<file path="src/alm_pkg.sv">
package alm_pkg;

  // Register width and word indices; byte address is four times the index
  localparam int REG_W = 16;
  localparam int IDX_W = 8;
  localparam logic [7:0] IDX_MASK = 8'h0c;
  localparam logic [7:0] IDX_ACTION = 8'h0d;
  localparam logic [7:0] IDX_CODE = 8'h0e;
  localparam logic [7:0] IDX_RSVD = 8'h0f;
  localparam logic [7:0] IDX_EVENT = 8'h20;
  localparam logic [7:0] IDX_EVMASK = 8'h21;
  localparam logic [7:0] IDX_STATE = 8'h22;
  localparam logic [7:0] IDX_RELEASE = 8'h23;

  // Reset values
  localparam logic [15:0] MASK_RST = 16'h0000;
  localparam logic [15:0] ACTION_RST = 16'h0000;
  localparam logic [15:0] CODE_RST = 16'h0000;

  // Mask bit positions; the state register holds the status flags at bits 12:8 instead
  localparam int BIT_WDT = 11;
  localparam int BIT_CRE = 5;
  localparam int BIT_TMP = 4;
  localparam int BIT_OUT = 0;

  // Action field positions
  localparam int ACT_CW_LSB = 6;
  localparam int ACT_IOC_LSB = 4;
  localparam int ACT_VSC_LSB = 2;
  localparam int ACT_TMP_LSB = 0;

  // Fallback code and clamp select
  localparam int CODE_LSB = 10;
  localparam int CODE_W = 6;
  localparam int CLAMP_BIT = 9;

  // Fault condition index, also event bit index
  localparam int FLAG_N = 5;
  localparam int FL_WDT = 0;
  localparam int FL_CRE = 1;
  localparam int FL_TMP = 2;
  localparam int FL_IOC = 3;
  localparam int FL_VSC = 4;
  localparam int EV_SHUT = 5;
  localparam int EV_W = 6;

  // State register layout and release bit
  localparam int ST_SHUT = 0;
  localparam int ST_OVR = 1;
  localparam int ST_ALARM = 2;
  localparam int ST_FLAG_LSB = 8;
  localparam int RELEASE_BIT = 0;

  localparam logic [1:0] RESP_OKAY = 2'h0;
  localparam logic [1:0] RESP_SLVERR = 2'h2;

  typedef enum logic [1:0] {
    ACT_NONE = 2'h0,
    ACT_CODE = 2'h1,
    ACT_SHUT = 2'h2,
    ACT_BAD = 2'h3
  } alm_action_e;

  typedef enum logic [1:0] {
    PS_RUN = 2'h0,
    PS_OVERRIDE = 2'h1,
    PS_SHUTDOWN = 2'h3
  } alm_prot_e;

endpackage : alm_pkg

</file>
<file path="src/alm_fault_if.sv">
`timescale 1ns/10ps
interface alm_fault_if;
  logic [alm_pkg::FLAG_N-1:0] level;
  logic [alm_pkg::FLAG_N-1:0] rise;
  modport src (output level, output rise);
  modport dst (input level, input rise);
endinterface : alm_fault_if

</file>
<file path="src/alm_fault_sync.sv">
`timescale 1ns/10ps
module alm_fault_sync (
  // Clock and reset
  input wire logic clk,
  input wire logic reset,
  // Raw fault pins
  input wire logic [alm_pkg::FLAG_N-1:0] raw,
  // Conditioned flags
  alm_fault_if.src flt
);

  logic [alm_pkg::FLAG_N-1:0] s1;
  logic [alm_pkg::FLAG_N-1:0] s2;
  logic [alm_pkg::FLAG_N-1:0] s3;
  logic [alm_pkg::FLAG_N-1:0] next_s1;
  logic [alm_pkg::FLAG_N-1:0] next_s2;
  logic [alm_pkg::FLAG_N-1:0] next_s3;

  // First stage feeds only the second
  always_comb begin
    next_s1 = raw;
    next_s2 = s1;
    next_s3 = s2;
  end

  always_ff @(posedge clk) begin
    if (reset) begin
      s1 <= '0;
      s2 <= '0;
      s3 <= '0;
    end else begin
      s1 <= next_s1;
      s2 <= next_s2;
      s3 <= next_s3;
    end
  end

  assign flt.level = s2;
  assign flt.rise = s2 & ~s3;

endmodule : alm_fault_sync

</file>
<file path="src/alm_regs.sv">
// Functional notes
// - Mask bit 11 blocks watchdog fault alarm
// - Mask bit 5 blocks checksum error alarm
// - Mask bit 4 blocks overtemperature alarm
// - Mask bit 0 blocks output fault alarm
// - Bits 7:6 act on checksum/watchdog faults
// - Bits 5:4 act on open circuit
// - Bits 3:2 act on short circuit
// - Bits 1:0 act on overtemperature
// - Shutdown stays latched after condition clears
// - Six-bit fallback code in bits 15:10
// - Bit 9 selects 26 V clamp, else 32 V
// - Index 0x0F reserved, read-only
// - Reset clears mask, action, code registers
// - Status flags share mask bit positions; the state register places them at bits 12:8 instead
//
// Implementation choice: the AXI4-Lite interface to the registers.
`timescale 1ns/10ps
module alm_regs #(
  parameter int ADDR_W = 10
) (
  // Clock and reset
  input wire logic clk,
  input wire logic reset,
  // AXI4-Lite write address
  input wire logic [ADDR_W-1:0] s_axi_awaddr,
  input wire logic s_axi_awvalid,
  output logic s_axi_awready,
  // AXI4-Lite write data
  input wire logic [31:0] s_axi_wdata,
  input wire logic [3:0] s_axi_wstrb,
  input wire logic s_axi_wvalid,
  output logic s_axi_wready,
  // AXI4-Lite write response
  output logic [1:0] s_axi_bresp,
  output logic s_axi_bvalid,
  input wire logic s_axi_bready,
  // AXI4-Lite read address
  input wire logic [ADDR_W-1:0] s_axi_araddr,
  input wire logic s_axi_arvalid,
  output logic s_axi_arready,
  // AXI4-Lite read data
  output logic [31:0] s_axi_rdata,
  output logic [1:0] s_axi_rresp,
  output logic s_axi_rvalid,
  input wire logic s_axi_rready,
  // Fault condition pins
  input wire logic watchdog_fault,
  input wire logic checksum_error,
  input wire logic overtemp,
  input wire logic open_circuit,
  input wire logic short_circuit,
  // Alarm and protection outputs
  output logic alarm,
  output logic converter_enable,
  output logic dac_output_enable,
  output logic code_override,
  output logic [alm_pkg::CODE_W-1:0] fallback_output_code,
  output logic positive_high_clamp_select,
  output logic irq
);

  if (ADDR_W < alm_pkg::IDX_W + 2 || ADDR_W > 32) begin : g_chk
    $error("ADDR_W must hold every register index");
  end

  function automatic logic hit(input logic [ADDR_W-1:0] a,
                               input logic [7:0] idx);
    hit = (a[ADDR_W-1:2] == (ADDR_W-2)'(idx));
  endfunction : hit

  function automatic logic [15:0] merge(input logic [15:0] old,
                                        input logic [31:0] d,
                                        input logic [3:0] s);
    merge = old;
    if (s[0]) begin
      merge[7:0] = d[7:0];
    end
    if (s[1]) begin
      merge[15:8] = d[15:8];
    end
  endfunction : merge

  function automatic alm_pkg::alm_action_e field(input logic [15:0] r,
                                                 input int lsb);
    field = alm_pkg::alm_action_e'(r[lsb +: 2]);
  endfunction : field

  // Synchronised fault conditions
  alm_fault_if flt ();

  alm_fault_sync u_sync (
    .clk(clk),
    .reset(reset),
    .raw({short_circuit, open_circuit, overtemp, checksum_error, watchdog_fault}),
    .flt(flt)
  );

  logic [15:0] alarm_pin_mask;
  logic [15:0] alarm_response_select;
  logic [15:0] fallback_code_and_clamp;
  logic [alm_pkg::EV_W-1:0] event_status;
  logic [alm_pkg::EV_W-1:0] event_mask;
  alm_pkg::alm_prot_e prot_state;
  logic aw_held;
  logic w_held;
  logic [ADDR_W-1:0] aw_addr;
  logic [31:0] w_data;
  logic [3:0] w_strb;

  logic [15:0] next_alarm_pin_mask;
  logic [15:0] next_alarm_response_select;
  logic [15:0] next_fallback_code_and_clamp;
  logic [alm_pkg::EV_W-1:0] next_event_status;
  logic [alm_pkg::EV_W-1:0] next_event_mask;
  alm_pkg::alm_prot_e next_prot_state;
  logic next_aw_held;
  logic next_w_held;
  logic [ADDR_W-1:0] next_aw_addr;
  logic [31:0] next_w_data;
  logic [3:0] next_w_strb;
  logic next_awready;
  logic next_wready;
  logic next_bvalid;
  logic [1:0] next_bresp;
  logic next_arready;
  logic next_rvalid;
  logic [31:0] next_rdata;
  logic [1:0] next_rresp;
  logic next_alarm;
  logic next_converter_enable;
  logic next_dac_output_enable;
  logic next_code_override;
  logic [alm_pkg::CODE_W-1:0] next_fallback_output_code;
  logic next_positive_high_clamp_select;
  logic next_irq;

  logic wr_go;
  logic rd_go;
  logic release_req;
  logic ev_clear;
  logic output_fault_flag;
  logic cw_cond;
  logic shut_req;
  logic code_req;
  logic [alm_pkg::EV_W-1:0] ev_set;

  // Bus handshake and register access
  always_comb begin
    next_aw_held = aw_held;
    next_aw_addr = aw_addr;
    next_w_held = w_held;
    next_w_data = w_data;
    next_w_strb = w_strb;
    next_bvalid = s_axi_bvalid;
    next_bresp = s_axi_bresp;
    // Ready rises one edge after reset release
    next_arready = s_axi_arready || !s_axi_rvalid;
    next_rvalid = s_axi_rvalid;
    next_rdata = s_axi_rdata;
    next_rresp = s_axi_rresp;
    next_alarm_pin_mask = alarm_pin_mask;
    next_alarm_response_select = alarm_response_select;
    next_fallback_code_and_clamp = fallback_code_and_clamp;
    next_event_mask = event_mask;
    release_req = 1'b0;
    ev_clear = 1'b0;
    if (s_axi_awvalid && s_axi_awready) begin
      next_aw_held = 1'b1;
      next_aw_addr = s_axi_awaddr;
    end
    if (s_axi_wvalid && s_axi_wready) begin
      next_w_held = 1'b1;
      next_w_data = s_axi_wdata;
      next_w_strb = s_axi_wstrb;
    end
    if (s_axi_bvalid && s_axi_bready) begin
      next_bvalid = 1'b0;
    end
    wr_go = aw_held && w_held && !s_axi_bvalid;
    if (wr_go) begin
      next_aw_held = 1'b0;
      next_w_held = 1'b0;
      next_bvalid = 1'b1;
      next_bresp = alm_pkg::RESP_OKAY;
      if (hit(aw_addr, alm_pkg::IDX_MASK)) begin
        next_alarm_pin_mask = merge(alarm_pin_mask, w_data, w_strb);
      end else if (hit(aw_addr, alm_pkg::IDX_ACTION)) begin
        next_alarm_response_select = merge(alarm_response_select, w_data, w_strb);
      end else if (hit(aw_addr, alm_pkg::IDX_CODE)) begin
        next_fallback_code_and_clamp = merge(fallback_code_and_clamp, w_data, w_strb);
      end else if (hit(aw_addr, alm_pkg::IDX_RSVD)) begin
        next_bresp = alm_pkg::RESP_OKAY;
      end else if (hit(aw_addr, alm_pkg::IDX_EVMASK)) begin
        if (w_strb[0]) begin
          next_event_mask = w_data[alm_pkg::EV_W-1:0];
        end
      end else if (hit(aw_addr, alm_pkg::IDX_RELEASE)) begin
        release_req = w_strb[0] && w_data[alm_pkg::RELEASE_BIT];
      end else if (hit(aw_addr, alm_pkg::IDX_EVENT) || hit(aw_addr, alm_pkg::IDX_STATE)) begin
        next_bresp = alm_pkg::RESP_OKAY;
      end else begin
        next_bresp = alm_pkg::RESP_SLVERR;
      end
    end
    // One read at a time; address refused while data is pending
    if (s_axi_rvalid && s_axi_rready) begin
      next_rvalid = 1'b0;
      next_arready = 1'b1;
    end
    rd_go = s_axi_arvalid && s_axi_arready;
    if (rd_go) begin
      next_arready = 1'b0;
      next_rvalid = 1'b1;
      next_rdata = '0;
      next_rresp = alm_pkg::RESP_OKAY;
      if (hit(s_axi_araddr, alm_pkg::IDX_MASK)) begin
        next_rdata[15:0] = alarm_pin_mask;
      end else if (hit(s_axi_araddr, alm_pkg::IDX_ACTION)) begin
        next_rdata[15:0] = alarm_response_select;
      end else if (hit(s_axi_araddr, alm_pkg::IDX_CODE)) begin
        next_rdata[15:0] = fallback_code_and_clamp;
      end else if (hit(s_axi_araddr, alm_pkg::IDX_RSVD)) begin
        next_rdata = '0;
      end else if (hit(s_axi_araddr, alm_pkg::IDX_EVENT)) begin
        next_rdata[alm_pkg::EV_W-1:0] = event_status;
        ev_clear = 1'b1;
      end else if (hit(s_axi_araddr, alm_pkg::IDX_EVMASK)) begin
        next_rdata[alm_pkg::EV_W-1:0] = event_mask;
      end else if (hit(s_axi_araddr, alm_pkg::IDX_STATE)) begin
        next_rdata[alm_pkg::ST_SHUT] = (prot_state == alm_pkg::PS_SHUTDOWN);
        next_rdata[alm_pkg::ST_OVR] = (prot_state == alm_pkg::PS_OVERRIDE);
        next_rdata[alm_pkg::ST_ALARM] = alarm;
        next_rdata[alm_pkg::ST_FLAG_LSB +: alm_pkg::FLAG_N] = flt.level;
      end else if (hit(s_axi_araddr, alm_pkg::IDX_RELEASE)) begin
        next_rdata = '0;
      end else begin
        next_rresp = alm_pkg::RESP_SLVERR;
      end
    end
    next_awready = !next_aw_held;
    next_wready = !next_w_held;
  end

  // Alarm pin, safe actions and events
  always_comb begin
    output_fault_flag = flt.level[alm_pkg::FL_IOC] | flt.level[alm_pkg::FL_VSC];
    next_alarm =
      (flt.level[alm_pkg::FL_WDT] & ~alarm_pin_mask[alm_pkg::BIT_WDT]) |
      (flt.level[alm_pkg::FL_CRE] & ~alarm_pin_mask[alm_pkg::BIT_CRE]) |
      (flt.level[alm_pkg::FL_TMP] & ~alarm_pin_mask[alm_pkg::BIT_TMP]) |
      (output_fault_flag & ~alarm_pin_mask[alm_pkg::BIT_OUT]);
    cw_cond = flt.level[alm_pkg::FL_WDT] | flt.level[alm_pkg::FL_CRE];
    // Code 11 acts like code 00
    shut_req =
      (cw_cond && field(alarm_response_select, alm_pkg::ACT_CW_LSB) == alm_pkg::ACT_SHUT) ||
      (flt.level[alm_pkg::FL_IOC] &&
       field(alarm_response_select, alm_pkg::ACT_IOC_LSB) == alm_pkg::ACT_SHUT) ||
      (flt.level[alm_pkg::FL_VSC] &&
       field(alarm_response_select, alm_pkg::ACT_VSC_LSB) == alm_pkg::ACT_SHUT) ||
      (flt.level[alm_pkg::FL_TMP] &&
       field(alarm_response_select, alm_pkg::ACT_TMP_LSB) == alm_pkg::ACT_SHUT);
    // Single output channel: all outputs and alarming outputs coincide
    code_req =
      (cw_cond && field(alarm_response_select, alm_pkg::ACT_CW_LSB) == alm_pkg::ACT_CODE) ||
      (flt.level[alm_pkg::FL_IOC] &&
       field(alarm_response_select, alm_pkg::ACT_IOC_LSB) == alm_pkg::ACT_CODE) ||
      (flt.level[alm_pkg::FL_VSC] &&
       field(alarm_response_select, alm_pkg::ACT_VSC_LSB) == alm_pkg::ACT_CODE) ||
      (flt.level[alm_pkg::FL_TMP] &&
       field(alarm_response_select, alm_pkg::ACT_TMP_LSB) == alm_pkg::ACT_CODE);
    next_prot_state = prot_state;
    case (prot_state)
      alm_pkg::PS_SHUTDOWN: begin
        // Only an explicit release with no live shutdown cause leaves here
        if (release_req && !shut_req) begin
          next_prot_state = code_req ? alm_pkg::PS_OVERRIDE : alm_pkg::PS_RUN;
        end
      end
      default: begin
        if (shut_req) begin
          next_prot_state = alm_pkg::PS_SHUTDOWN;
        end else if (code_req) begin
          next_prot_state = alm_pkg::PS_OVERRIDE;
        end else begin
          next_prot_state = alm_pkg::PS_RUN;
        end
      end
    endcase
    next_converter_enable = (next_prot_state != alm_pkg::PS_SHUTDOWN);
    next_dac_output_enable = (next_prot_state != alm_pkg::PS_SHUTDOWN);
    next_code_override = (next_prot_state == alm_pkg::PS_OVERRIDE);
    next_fallback_output_code =
      fallback_code_and_clamp[alm_pkg::CODE_LSB +: alm_pkg::CODE_W];
    next_positive_high_clamp_select = fallback_code_and_clamp[alm_pkg::CLAMP_BIT];
    ev_set = '0;
    ev_set[alm_pkg::FLAG_N-1:0] = flt.rise;
    ev_set[alm_pkg::EV_SHUT] = (prot_state != alm_pkg::PS_SHUTDOWN) &&
                               (next_prot_state == alm_pkg::PS_SHUTDOWN);
    // A new event in the clearing read cycle survives
    next_event_status = (ev_clear ? '0 : event_status) | ev_set;
    next_irq = |(next_event_status & next_event_mask);
  end

  always_ff @(posedge clk) begin
    if (reset) begin
      alarm_pin_mask <= alm_pkg::MASK_RST;
      alarm_response_select <= alm_pkg::ACTION_RST;
      fallback_code_and_clamp <= alm_pkg::CODE_RST;
      event_status <= '0;
      event_mask <= '0;
      prot_state <= alm_pkg::PS_RUN;
      aw_held <= 1'b0;
      w_held <= 1'b0;
      aw_addr <= '0;
      w_data <= '0;
      w_strb <= '0;
      s_axi_awready <= 1'b0;
      s_axi_wready <= 1'b0;
      s_axi_bvalid <= 1'b0;
      s_axi_bresp <= alm_pkg::RESP_OKAY;
      s_axi_arready <= 1'b0;
      s_axi_rvalid <= 1'b0;
      s_axi_rdata <= '0;
      s_axi_rresp <= alm_pkg::RESP_OKAY;
      alarm <= 1'b0;
      converter_enable <= 1'b1;
      dac_output_enable <= 1'b1;
      code_override <= 1'b0;
      fallback_output_code <= '0;
      positive_high_clamp_select <= 1'b0;
      irq <= 1'b0;
    end else begin
      alarm_pin_mask <= next_alarm_pin_mask;
      alarm_response_select <= next_alarm_response_select;
      fallback_code_and_clamp <= next_fallback_code_and_clamp;
      event_status <= next_event_status;
      event_mask <= next_event_mask;
      prot_state <= next_prot_state;
      aw_held <= next_aw_held;
      w_held <= next_w_held;
      aw_addr <= next_aw_addr;
      w_data <= next_w_data;
      w_strb <= next_w_strb;
      s_axi_awready <= next_awready;
      s_axi_wready <= next_wready;
      s_axi_bvalid <= next_bvalid;
      s_axi_bresp <= next_bresp;
      s_axi_arready <= next_arready;
      s_axi_rvalid <= next_rvalid;
      s_axi_rdata <= next_rdata;
      s_axi_rresp <= next_rresp;
      alarm <= next_alarm;
      converter_enable <= next_converter_enable;
      dac_output_enable <= next_dac_output_enable;
      code_override <= next_code_override;
      fallback_output_code <= next_fallback_output_code;
      positive_high_clamp_select <= next_positive_high_clamp_select;
      irq <= next_irq;
    end
  end

endmodule : alm_regs

</file>
<file path="config.mk">
export PLATFORM = sky130hd
export DESIGN_NAME = alm_regs
export DESIGN_NICKNAME = d
export VERILOG_FILES = /design/src/alm_pkg.sv /design/src/alm_fault_if.sv /design/src/alm_fault_sync.sv /design/src/alm_regs.sv
export SDC_FILE = /design/constraint.sdc
export NUM_CORES = 1
export LEC_CHECK = 0
export ABC_CLOCK_PERIOD_IN_PS = 2100
export BUFFER_PORTS_ARGS = -buffer_cell sky130_fd_sc_hd__buf_2
export CAP_MARGIN = 10
export CELL_PAD_IN_SITES_DETAIL_PLACEMENT = 0
export CELL_PAD_IN_SITES_GLOBAL_PLACEMENT = 2
export CORE_AREA = 2 2 202 105
export CTS_CLUSTER_DIAMETER = 100
export DETAILED_ROUTE_END_ITERATION = 16
export DIE_AREA = 0 0 204 107
export PLACE_DENSITY = 0.86
export SYNTH_ARGS = -nofsm -noshare
export SYNTH_HDL_FRONTEND = slang
export SYNTH_SLANG_ARGS = --single-unit
</file>
<file path="constraint.sdc">
create_clock -name clk -period 2.1 [get_ports clk]
set_input_delay 0.105 -clock clk [delete_from_list [all_inputs] [get_ports clk]]
set_output_delay 0.105 -clock clk [all_outputs]
set_load 0.01 [all_outputs]
</file>
==> results.md, run 1 <==
- Post-synthesis instance total: ~650
- Final min period: 2.15 ns
- Number of global-route vias before repair: around 4.8k
- Final-stage net count: 845
- Layout Area Growth over Synthesis: 32.5%
- Classification of the worst setup path: flip-flop to flip-flop
- Die Width: 204 µm
- Detailed-placement wirelength estimate: 12.0 mm
- Count of flip-flops with a built-in enable after synthesis: 0
- First-pass GRT wire length: approximately 27 mm
- Number of hold-slack violations in the final timing report: 0
- Top layer used by detailed routing: met4
- Clk Latency, worst-skew pair: roughly 0.42 ns
- Met2 routed wirelength: about 6.7 mm
- Max Fclk: between 400 and 500 MHz
- Number of routed nets with antenna violations: 0
- Synth async-reset ratio: 0%
- # port buffers: 80
- Fraction of final layout cells with drive strength greater than 1: a little over a fifth
- Placement-stage cell area: approximately 0.0065 mm²
- Clock sink total: between 100 and 150
- Violated checks: negative setup slack
- Tcrit/Tclk final: 103%
- Max Transition Viols Final: 0
- Clock transition at the registers of the reported paths: approximately 0.060 ns
- Run status: finished, violations left
- Global routing usage summed across all routing layers: roughly 16%
- Primary flip-flop cell chosen by synthesis mapping: sky130_fd_sc_hd__dfxtp_1
- Total chip power: 6.45 mW
- Maximum number of pins on one net before global-route repair: 49
- Routability cong.: a little over 0.8
- Total clock buffers created by CTS: 17
- Synth Register Bits: around 140
- Final clock skew: ~0.0087 ns
- Clock root buffer: sky130_fd_sc_hd__clkbuf_16
- Final instance area: around 0.0075 mm²
- Number of antenna violations at the first check in global routing: 0
- Site row count: 37
- Vias: about 5.0k
- Number of remaining DRC errors: 0
- Max-cap violation count: 0
- Number of H-tree branching levels: 4
- Post-Syn Area per Cell: ~8.7 µm²
- Total Routed Length: ~17 mm
- Commonest non-fill, non-tap cells in the layout: sky130_fd_sc_hd__dfxtp_1 (139), sky130_fd_sc_hd__nand2_1 (85), sky130_fd_sc_hd__nor2_1 (85)
- Max Buffers Root-to-Sink: 2
- Drt via density: between 4 and 5
- Critical path startpoint category: flip-flop
- Synth cell types: 48
- Clock tree from TritonCTS: done
- Syn Std Cell Area: between 0.005 and 0.006 mm²
- Worst Max-Slew Pin Slew: around 0.78 ns
- Max VDD drop: roughly 0.52 mV
- Final Instance Count excl. Fillers: between 1k and 1.5k
- Die ar.: around 0.022 mm²
- RSZ-0062 raised after global routing: true
- # placed instances: approximately 1000
- Pre-antenna DRT Iters: 5
- Worst-case setup margin in the final layout: -0.0538 ns
- Arr. time, crit path: ~2.5 ns
- Total setup violations reported at the end of the flow: 4
- Total core area: between 0.02 and 0.025 mm²
- DR WL met3: 888 µm
- Die height: about 110 µm
- Leading cell type in the layout, fill and taps excluded: sky130_fd_sc_hd__dfxtp_1
- Leakage power total: 3.11 nW
- Slew headroom: between 40% and 50%
- Met1 routed wirelength after detailed routing: about 9.2 mm
- Critical Path End Type: flip-flop
- Setup tns final: -0.0924 ns
- Required time worst endpoint: 2.43 ns
- Number of antenna diodes: 0
- HP Class: input pin to flip-flop
- I/O Pins: roughly 120
- Synth Warn #: 0
- Sequential area share after synthesis: approximately half
- Final routed wire length divided by cell count: around 16 µm
- Worst-path maximum fanout: 6
- Power density normalized to cell area: about 850 mW/mm²
- Setup slack after placement: -0.230 ns
- Remaining global-route overflow: 0
- Starting Density: between 20% and 30%
- Number of design-rule violations left by the first detailed-router iteration: 272
[cells in the mapped netlist (4+ instances only)]
| library cell | instances | area [µm²] |
|---|---|---|
| sky130_fd_sc_hd__a211oi_1 | 7 | 52.6 |
| sky130_fd_sc_hd__a21boi_0 | 4 | 30.0 |
| sky130_fd_sc_hd__a21oi_1 | 62 | 310 |
| sky130_fd_sc_hd__a22oi_1 | 7 | 52.6 |
| sky130_fd_sc_hd__buf_4 | 20 | 150 |
| sky130_fd_sc_hd__clkbuf_1 | 37 | 139 |
| sky130_fd_sc_hd__dfxtp_1 | 139 | 2780 |
| sky130_fd_sc_hd__inv_1 | 6 | 22.5 |
| sky130_fd_sc_hd__mux2i_1 | 52 | 521 |
| sky130_fd_sc_hd__nand2_1 | 85 | 319 |
| sky130_fd_sc_hd__nand2b_1 | 6 | 37.5 |
| sky130_fd_sc_hd__nand3_1 | 30 | 150 |
| sky130_fd_sc_hd__nand3b_1 | 4 | 30.0 |
| sky130_fd_sc_hd__nor2_1 | 85 | 319 |
| sky130_fd_sc_hd__nor2b_1 | 30 | 188 |
| sky130_fd_sc_hd__nor3_1 | 10 | 50.1 |
| sky130_fd_sc_hd__nor3b_1 | 7 | 52.6 |
| sky130_fd_sc_hd__o21ai_0 | 12 | 60.1 |
| sky130_fd_sc_hd__o21bai_1 | 4 | 30.0 |
[where the power goes]
part | internal [mW] | total (mW) | switching [mW]
clock | 2.02 | 3.24 | 1.22
combinational | 0.194 | 0.446 | 0.253
sequential | 2.70 | 2.76 | 0.0544
[layer usage]
metal  vias up  GRT usage, %
li1       2442             -
met1      2389          25.3
met2       128          21.4
met3        14          3.47
met4         0          4.35
met5         -             0
[per-stage QoR]
stage	hold slack [ns]	util, %
floorplan	0.233	-
global placement	0.321	32.5
detailed placement	0.329	32.5
CTS	0.00507	37.4
global route	0.0404	37.5
finish	0.0167	37.5
[path summary, 6_finish.rpt]
check                                  startpoint  depth (start not counted)  slack, ns             endpoint
worst max-delay path                   aw_addr[9]                          5      -0.05                  irq
worst max register to register         aw_addr[9]                          5      -0.05                  irq
worst min-delay path                 s_axi_bready                          4       0.02         s_axi_bvalid
worst min register to register  u_sync.next_s2[3]                          1       0.45  u_sync.flt.level[3]
[state kept, by name (all words and copies together), names as in the netlist, 2 cells and up]
register	count
fallback_output_code	6
w_strb	2
u_sync.next_s2	5
prot_state	2
event_status	6
aw_addr	8
fallback_code_and_clamp	16
u_sync.flt.level	5
s_axi_rdata	16
alarm_response_select	16
event_mask	6
u_sync.s3	5
w_data	16
alarm_pin_mask	16
[critical path, cell delays in order (launching register included)]
cell,delay (ns)
sky130_fd_sc_hd__dfxtp_1,0.31
sky130_fd_sc_hd__or3_4,0.39
sky130_fd_sc_hd__or4_4,0.66
sky130_fd_sc_hd__mux2i_2,0.20
sky130_fd_sc_hd__o22a_1,0.24
sky130_fd_sc_hd__a41oi_4,0.26
[final cells by class]
| class | instances | area, µm² |
|---|---|---|
| Clock buffer | 18 | 439 |
| Clock inverter | 14 | 194 |
| Fill cell | 2095 | 12500 |
| Inverter | 6 | 22.5 |
| Multi-Input combinational cell | 463 | 2690 |
| Sequential cell | 139 | 2780 |
| Tap cell | 273 | 342 |
| Timing Repair Buffer | 150 | 1070 |
[cells by family after synthesis]
group | Yosys count | synth area share [%]
muxes | 55 | 9.74
other | 1 | 0.0659
and+or+nand+nor | 278 | 23.3
DFF | 139 | 48.9
AOI/OAI and AO/OA | 112 | 11.8
buffers and inverters | 67 | 6.13
[timing repair]
item	CTS	global route
hold buffers	32	0
pin swaps	3	10
setup endpoints to repair	34	23
hold endpoints to repair	32	0
buffers inserted	1	0
cloned	0	0
gates resized for setup	10	6
Note: power is estimated with default switching activity, not from simulation.
==> run 2, diff against run 1 <==
--- a/config.mk
+++ b/config.mk
@@ -5,16 +5,18 @@
 export SDC_FILE = /design/constraint.sdc
 export NUM_CORES = 1
 export LEC_CHECK = 0
+export ABC_AREA = 1
 export ABC_CLOCK_PERIOD_IN_PS = 2100
 export BUFFER_PORTS_ARGS = -buffer_cell sky130_fd_sc_hd__buf_2
 export CAP_MARGIN = 10
 export CELL_PAD_IN_SITES_DETAIL_PLACEMENT = 0
 export CELL_PAD_IN_SITES_GLOBAL_PLACEMENT = 2
-export CORE_AREA = 2 2 202 105
+export CORE_AREA = 2 2 212 110
 export CTS_CLUSTER_DIAMETER = 100
 export DETAILED_ROUTE_END_ITERATION = 16
-export DIE_AREA = 0 0 204 107
-export PLACE_DENSITY = 0.86
+export DIE_AREA = 0 0 214 112
+export PLACE_DENSITY = 0.85
+export RECOVER_POWER = 25
 export SYNTH_ARGS = -nofsm -noshare
 export SYNTH_HDL_FRONTEND = slang
 export SYNTH_SLANG_ARGS = --single-unit
==> results.md, run 2 <==
- Crit Reg-Reg Startpoint: aw_addr[8]
- Final min period: roughly 1.9 ns
- Max Fclk: 530 MHz
- Starting Density: a little over a quarter
- Max Buffers Root-to-Sink: 2
- Power density normalized to cell area: roughly 820 mW/mm²
- Cells on Worst Hold Path: 3
- Leading cell type in the layout, fill and taps excluded: sky130_fd_sc_hd__nand2_1
- Primary flip-flop cell chosen by synthesis mapping: sky130_fd_sc_hd__dfxtp_1
- Vias: around 5.6k
- Top post-synthesis cells by count: sky130_fd_sc_hd__nand2_1 (155), sky130_fd_sc_hd__dfxtp_1 (139), sky130_fd_sc_hd__nor2_1 (98), sky130_fd_sc_hd__o21ai_0 (93), sky130_fd_sc_hd__inv_1 (91)
- Count of flip-flops with a built-in enable after synthesis: 0
- Worst Max-Slew Pin Slew: between 1 and 1.5 ns
- Maximum number of pins on one net before global-route repair: 66
- Drt via density: about 4.5
- Synth Warn #: 0
- Final-stage net count: 994
- Syn Std Cell Area: slightly below 0.006 mm²
- Final routed wire length divided by cell count: 15.3 µm
- Synth Area in Simple Gates: a little under a quarter
- Fraction of final layout cells with drive strength greater than 1: between 15 and 20%
- Finished Core Util: about 34%
- Detailed-placement wirelength estimate: 14.5 mm
- Total Routed Length: 19.1 mm
- Die Width: 214 µm
- Family with the most delay on the worst path: simple AND/OR/NAND/NOR gates
- Capture point of the worst reg-to-reg path: alarm_pin_mask[4]
- RSZ-0062 raised after global routing: false
- Number of global-route vias before repair: 5038
- Crit-path cells: inv_1 > nand2_1 > inv_2 > nand3_2 > nor3_2 > nand2_1 > o21ai_0 > buf_4 > a21oi_1
- Clock transition at the registers of the reported paths: approximately 0.060 ns
- Post-Syn Area per Cell: roughly 7.3 µm²
- Worst path buffer plus inverter count: 3
- Clock tree from TritonCTS: done
- HP Class: input pin to flip-flop
- Final clock skew: 0.00965 ns
- Number of hold-slack violations in the final timing report: 0
- # port buffers: 80
- Number of antenna diodes: 0
- Most repeated library cell on the critical path: sky130_fd_sc_hd__nand2_1
- Total setup violations reported at the end of the flow: 0
- Hold endpoint: w_data[0]
- Clock sink total: ~140
- Critical Path End Type: flip-flop
- Violated checks: max-capacitance violations
- Max Transition Viols Final: 0
- Top area cells in the synthesized netlist: sky130_fd_sc_hd__dfxtp_1 (48%), sky130_fd_sc_hd__nand2_1 (10%), sky130_fd_sc_hd__o21ai_0 (8.0%), sky130_fd_sc_hd__a21oi_1 (6.6%), sky130_fd_sc_hd__nor2_1 (6.3%)
- Setup tns final: 0 ns
- Number of design-rule violations left by the first detailed-router iteration: between 400 and 500
- Tcrit/Tclk final: 89.9%
- Reg-to-reg slack, setup: between 0.2 and 0.25 ns
- Most frequent cell after synthesis: sky130_fd_sc_hd__nand2_1
- Run status: finished, violations left
- Xor/xnor cell area share of the yosys netlist: 0%
- Critical path startpoint category: flip-flop
- Leakage power total: 3.13 nW
- Max VDD drop: 0.468 mV
- Required time worst endpoint: 2.42 ns
- Die ar.: approximately 0.024 mm²
- Total clock buffers created by CTS: 17
- I/O Pins: 121
- Adder-cell share of the synthesized area: 0%
- First-pass GRT wire length: 29.6 mm
- Total core area: 0.0222 mm²
- Number of antenna violations at the first check in global routing: 1
- Clk Latency, worst-skew pair: 0.44 ns
- Post-synthesis instance total: 795
- Combinational family with the most area after synthesis: simple AND/OR/NAND/NOR gates
- Number of buffers inserted by post-CTS setup repair: 0
- Final Instance Count excl. Fillers: approximately 1.2k
- Synth Area in Compound Gates: between 10% and 20%
- Pre-antenna DRT Iters: 5
- Post-synth top area share: between 40 and 50%
- Number of H-tree branching levels: 4
- Slowest cell on the critical path: sky130_fd_sc_hd__o21ai_0
- Delay contributed by the slowest stage of the critical path: between 0.3 and 0.4 ns
- Synth async-reset ratio: 0%
- Synth cell types: 40
- Remaining global-route overflow: 0
- Cell taking the most area after synthesis: sky130_fd_sc_hd__dfxtp_1
- Site row count: 39
- Clock root buffer: sky130_fd_sc_hd__clkbuf_16
- Critical path depth: 9
- Max-cap violation count: 1
- Synth Register Bits: approximately 140
- Hold-fix buffers, CTS: 31
- Filler Cells Inserted: about 2.4k
- R2R cell count: 9
- PostCTS Resize Cnt: 0
- Number of remaining DRC errors: 0
- Fraction of synthesized area in multiplexers: 0%
- Slew headroom: less than 1%
- Commonest non-fill, non-tap cells in the layout: sky130_fd_sc_hd__nand2_1 (155), sky130_fd_sc_hd__dfxtp_1 (139), sky130_fd_sc_hd__nor2_1 (98)
- Number of routed nets with antenna violations: 0
- Layout Area Growth over Synthesis: 28.7%
- Worst-path maximum fanout: 5
- Sequential area share after synthesis: between 40% and 50%
- Routability cong.: between 0.8 and 0.9
- Global routing usage summed across all routing layers: 16.5%
- Classification of the worst setup path: flip-flop to flip-flop
- Die height: ~110 µm
- Worst Hold Launch: s_axi_wdata[0]
- # placed instances: around 1.2k
- Arr. time, crit path: 2.21 ns
==> run 2: cell types whose count changed after synthesis, sizes merged, moves of 15 or more <==
cell,delta
clkbuf,-19
mux2i,-52
inv,+92
nor2b,-30
a21oi,+15
nand2,+76
nor2,+22
o21ai,+84
==> run 2: power breakdown <==
| group | switching [mW] | internal, mW | leakage (nW) | total (mW) |
|---|---|---|---|---|
| Combinational | 0.298 | 0.172 | 1.75 | 0.470 |
| Sequential | 0.0495 | 2.71 | 1.13 | 2.76 |
| Clock | 1.27 | 1.64 | 0.256 | 2.92 |
==> run 2: worst max path at each step <==
| stage | from | to |
|---|---|---|
| after floorplan | s_axi_bvalid | alarm_response_select[6] |
| after global placement | aw_addr[9] | alarm_pin_mask[4] |
| after detailed placement | aw_addr[9] | alarm_pin_mask[4] |
| after CTS | aw_addr[9] | alarm_pin_mask[4] |
| after global routing | aw_addr[9] | alarm_pin_mask[4] |
| final | aw_addr[8] | alarm_pin_mask[4] |
==> run 2: logic make-up after synthesis <==
| family | Yosys count |
|---|---|
| compound gates | 199 |
| buf+inv | 147 |
| flops | 139 |
| other cells | 1 |
| simple gates | 309 |
==> run 2: area by class of cell <==
type / count / area (µm²) / area share (%)
clock inverter: 14 / 136 / 1.81
sequential: 139 / 2780 / 37.0
inverter: 101 / 382 / 5.08
clock buffer: 17 / 425 / 5.66
timing repair buffer: 141 / 922 / 12.3
multi-input combinational: 526 / 2480 / 33.1
tap: 307 / 384 / 5.11
==> run 2: routing by layer <==
| metal | up-vias | track usage, % | share of wire (%) |
|---|---|---|---|
| met1 | 2584 | 26.2 | 55 |
| li1 | 2801 | - | - |
| met3 | 18 | 5.30 | 7.5 |
| met2 | 156 | 20.0 | 36 |
| met4 | 2 | 5.03 | 1.1 |
| met5 | - | 0 | 0.068 |
==> run 2: worst register-to-register path: stages (launching register included) <==
cell and delay (ns):
sky130_fd_sc_hd__dfxtp_1 0.30, sky130_fd_sc_hd__inv_1 0.06, sky130_fd_sc_hd__nand2_1 0.11, sky130_fd_sc_hd__inv_2 0.08, sky130_fd_sc_hd__nand3_2 0.15, sky130_fd_sc_hd__nor3_2 0.31, sky130_fd_sc_hd__nand2_1 0.20, sky130_fd_sc_hd__o21ai_0 0.37
sky130_fd_sc_hd__buf_4 0.18, sky130_fd_sc_hd__a21oi_1 0.03
==> run 2: per-stage QoR <==
stage | area, µm² | hold WS (ns) | setup slack [ns] | power (mW)
5_1_grt | 7520 | 0.0339 | 0.0550 | 6.38
4_1_cts | 7540 | 0.0193 | 0.242 | 6.21
2_1_floorplan | 5910 | 0.212 | 0.614 | 3.07
3_5_place_dp | 6670 | 0.316 | 0.255 | 3.24
3_3_place_gp | 6670 | 0.313 | 0.189 | 3.24
6_report | 7520 | 0.0310 | 0.212 | 6.14
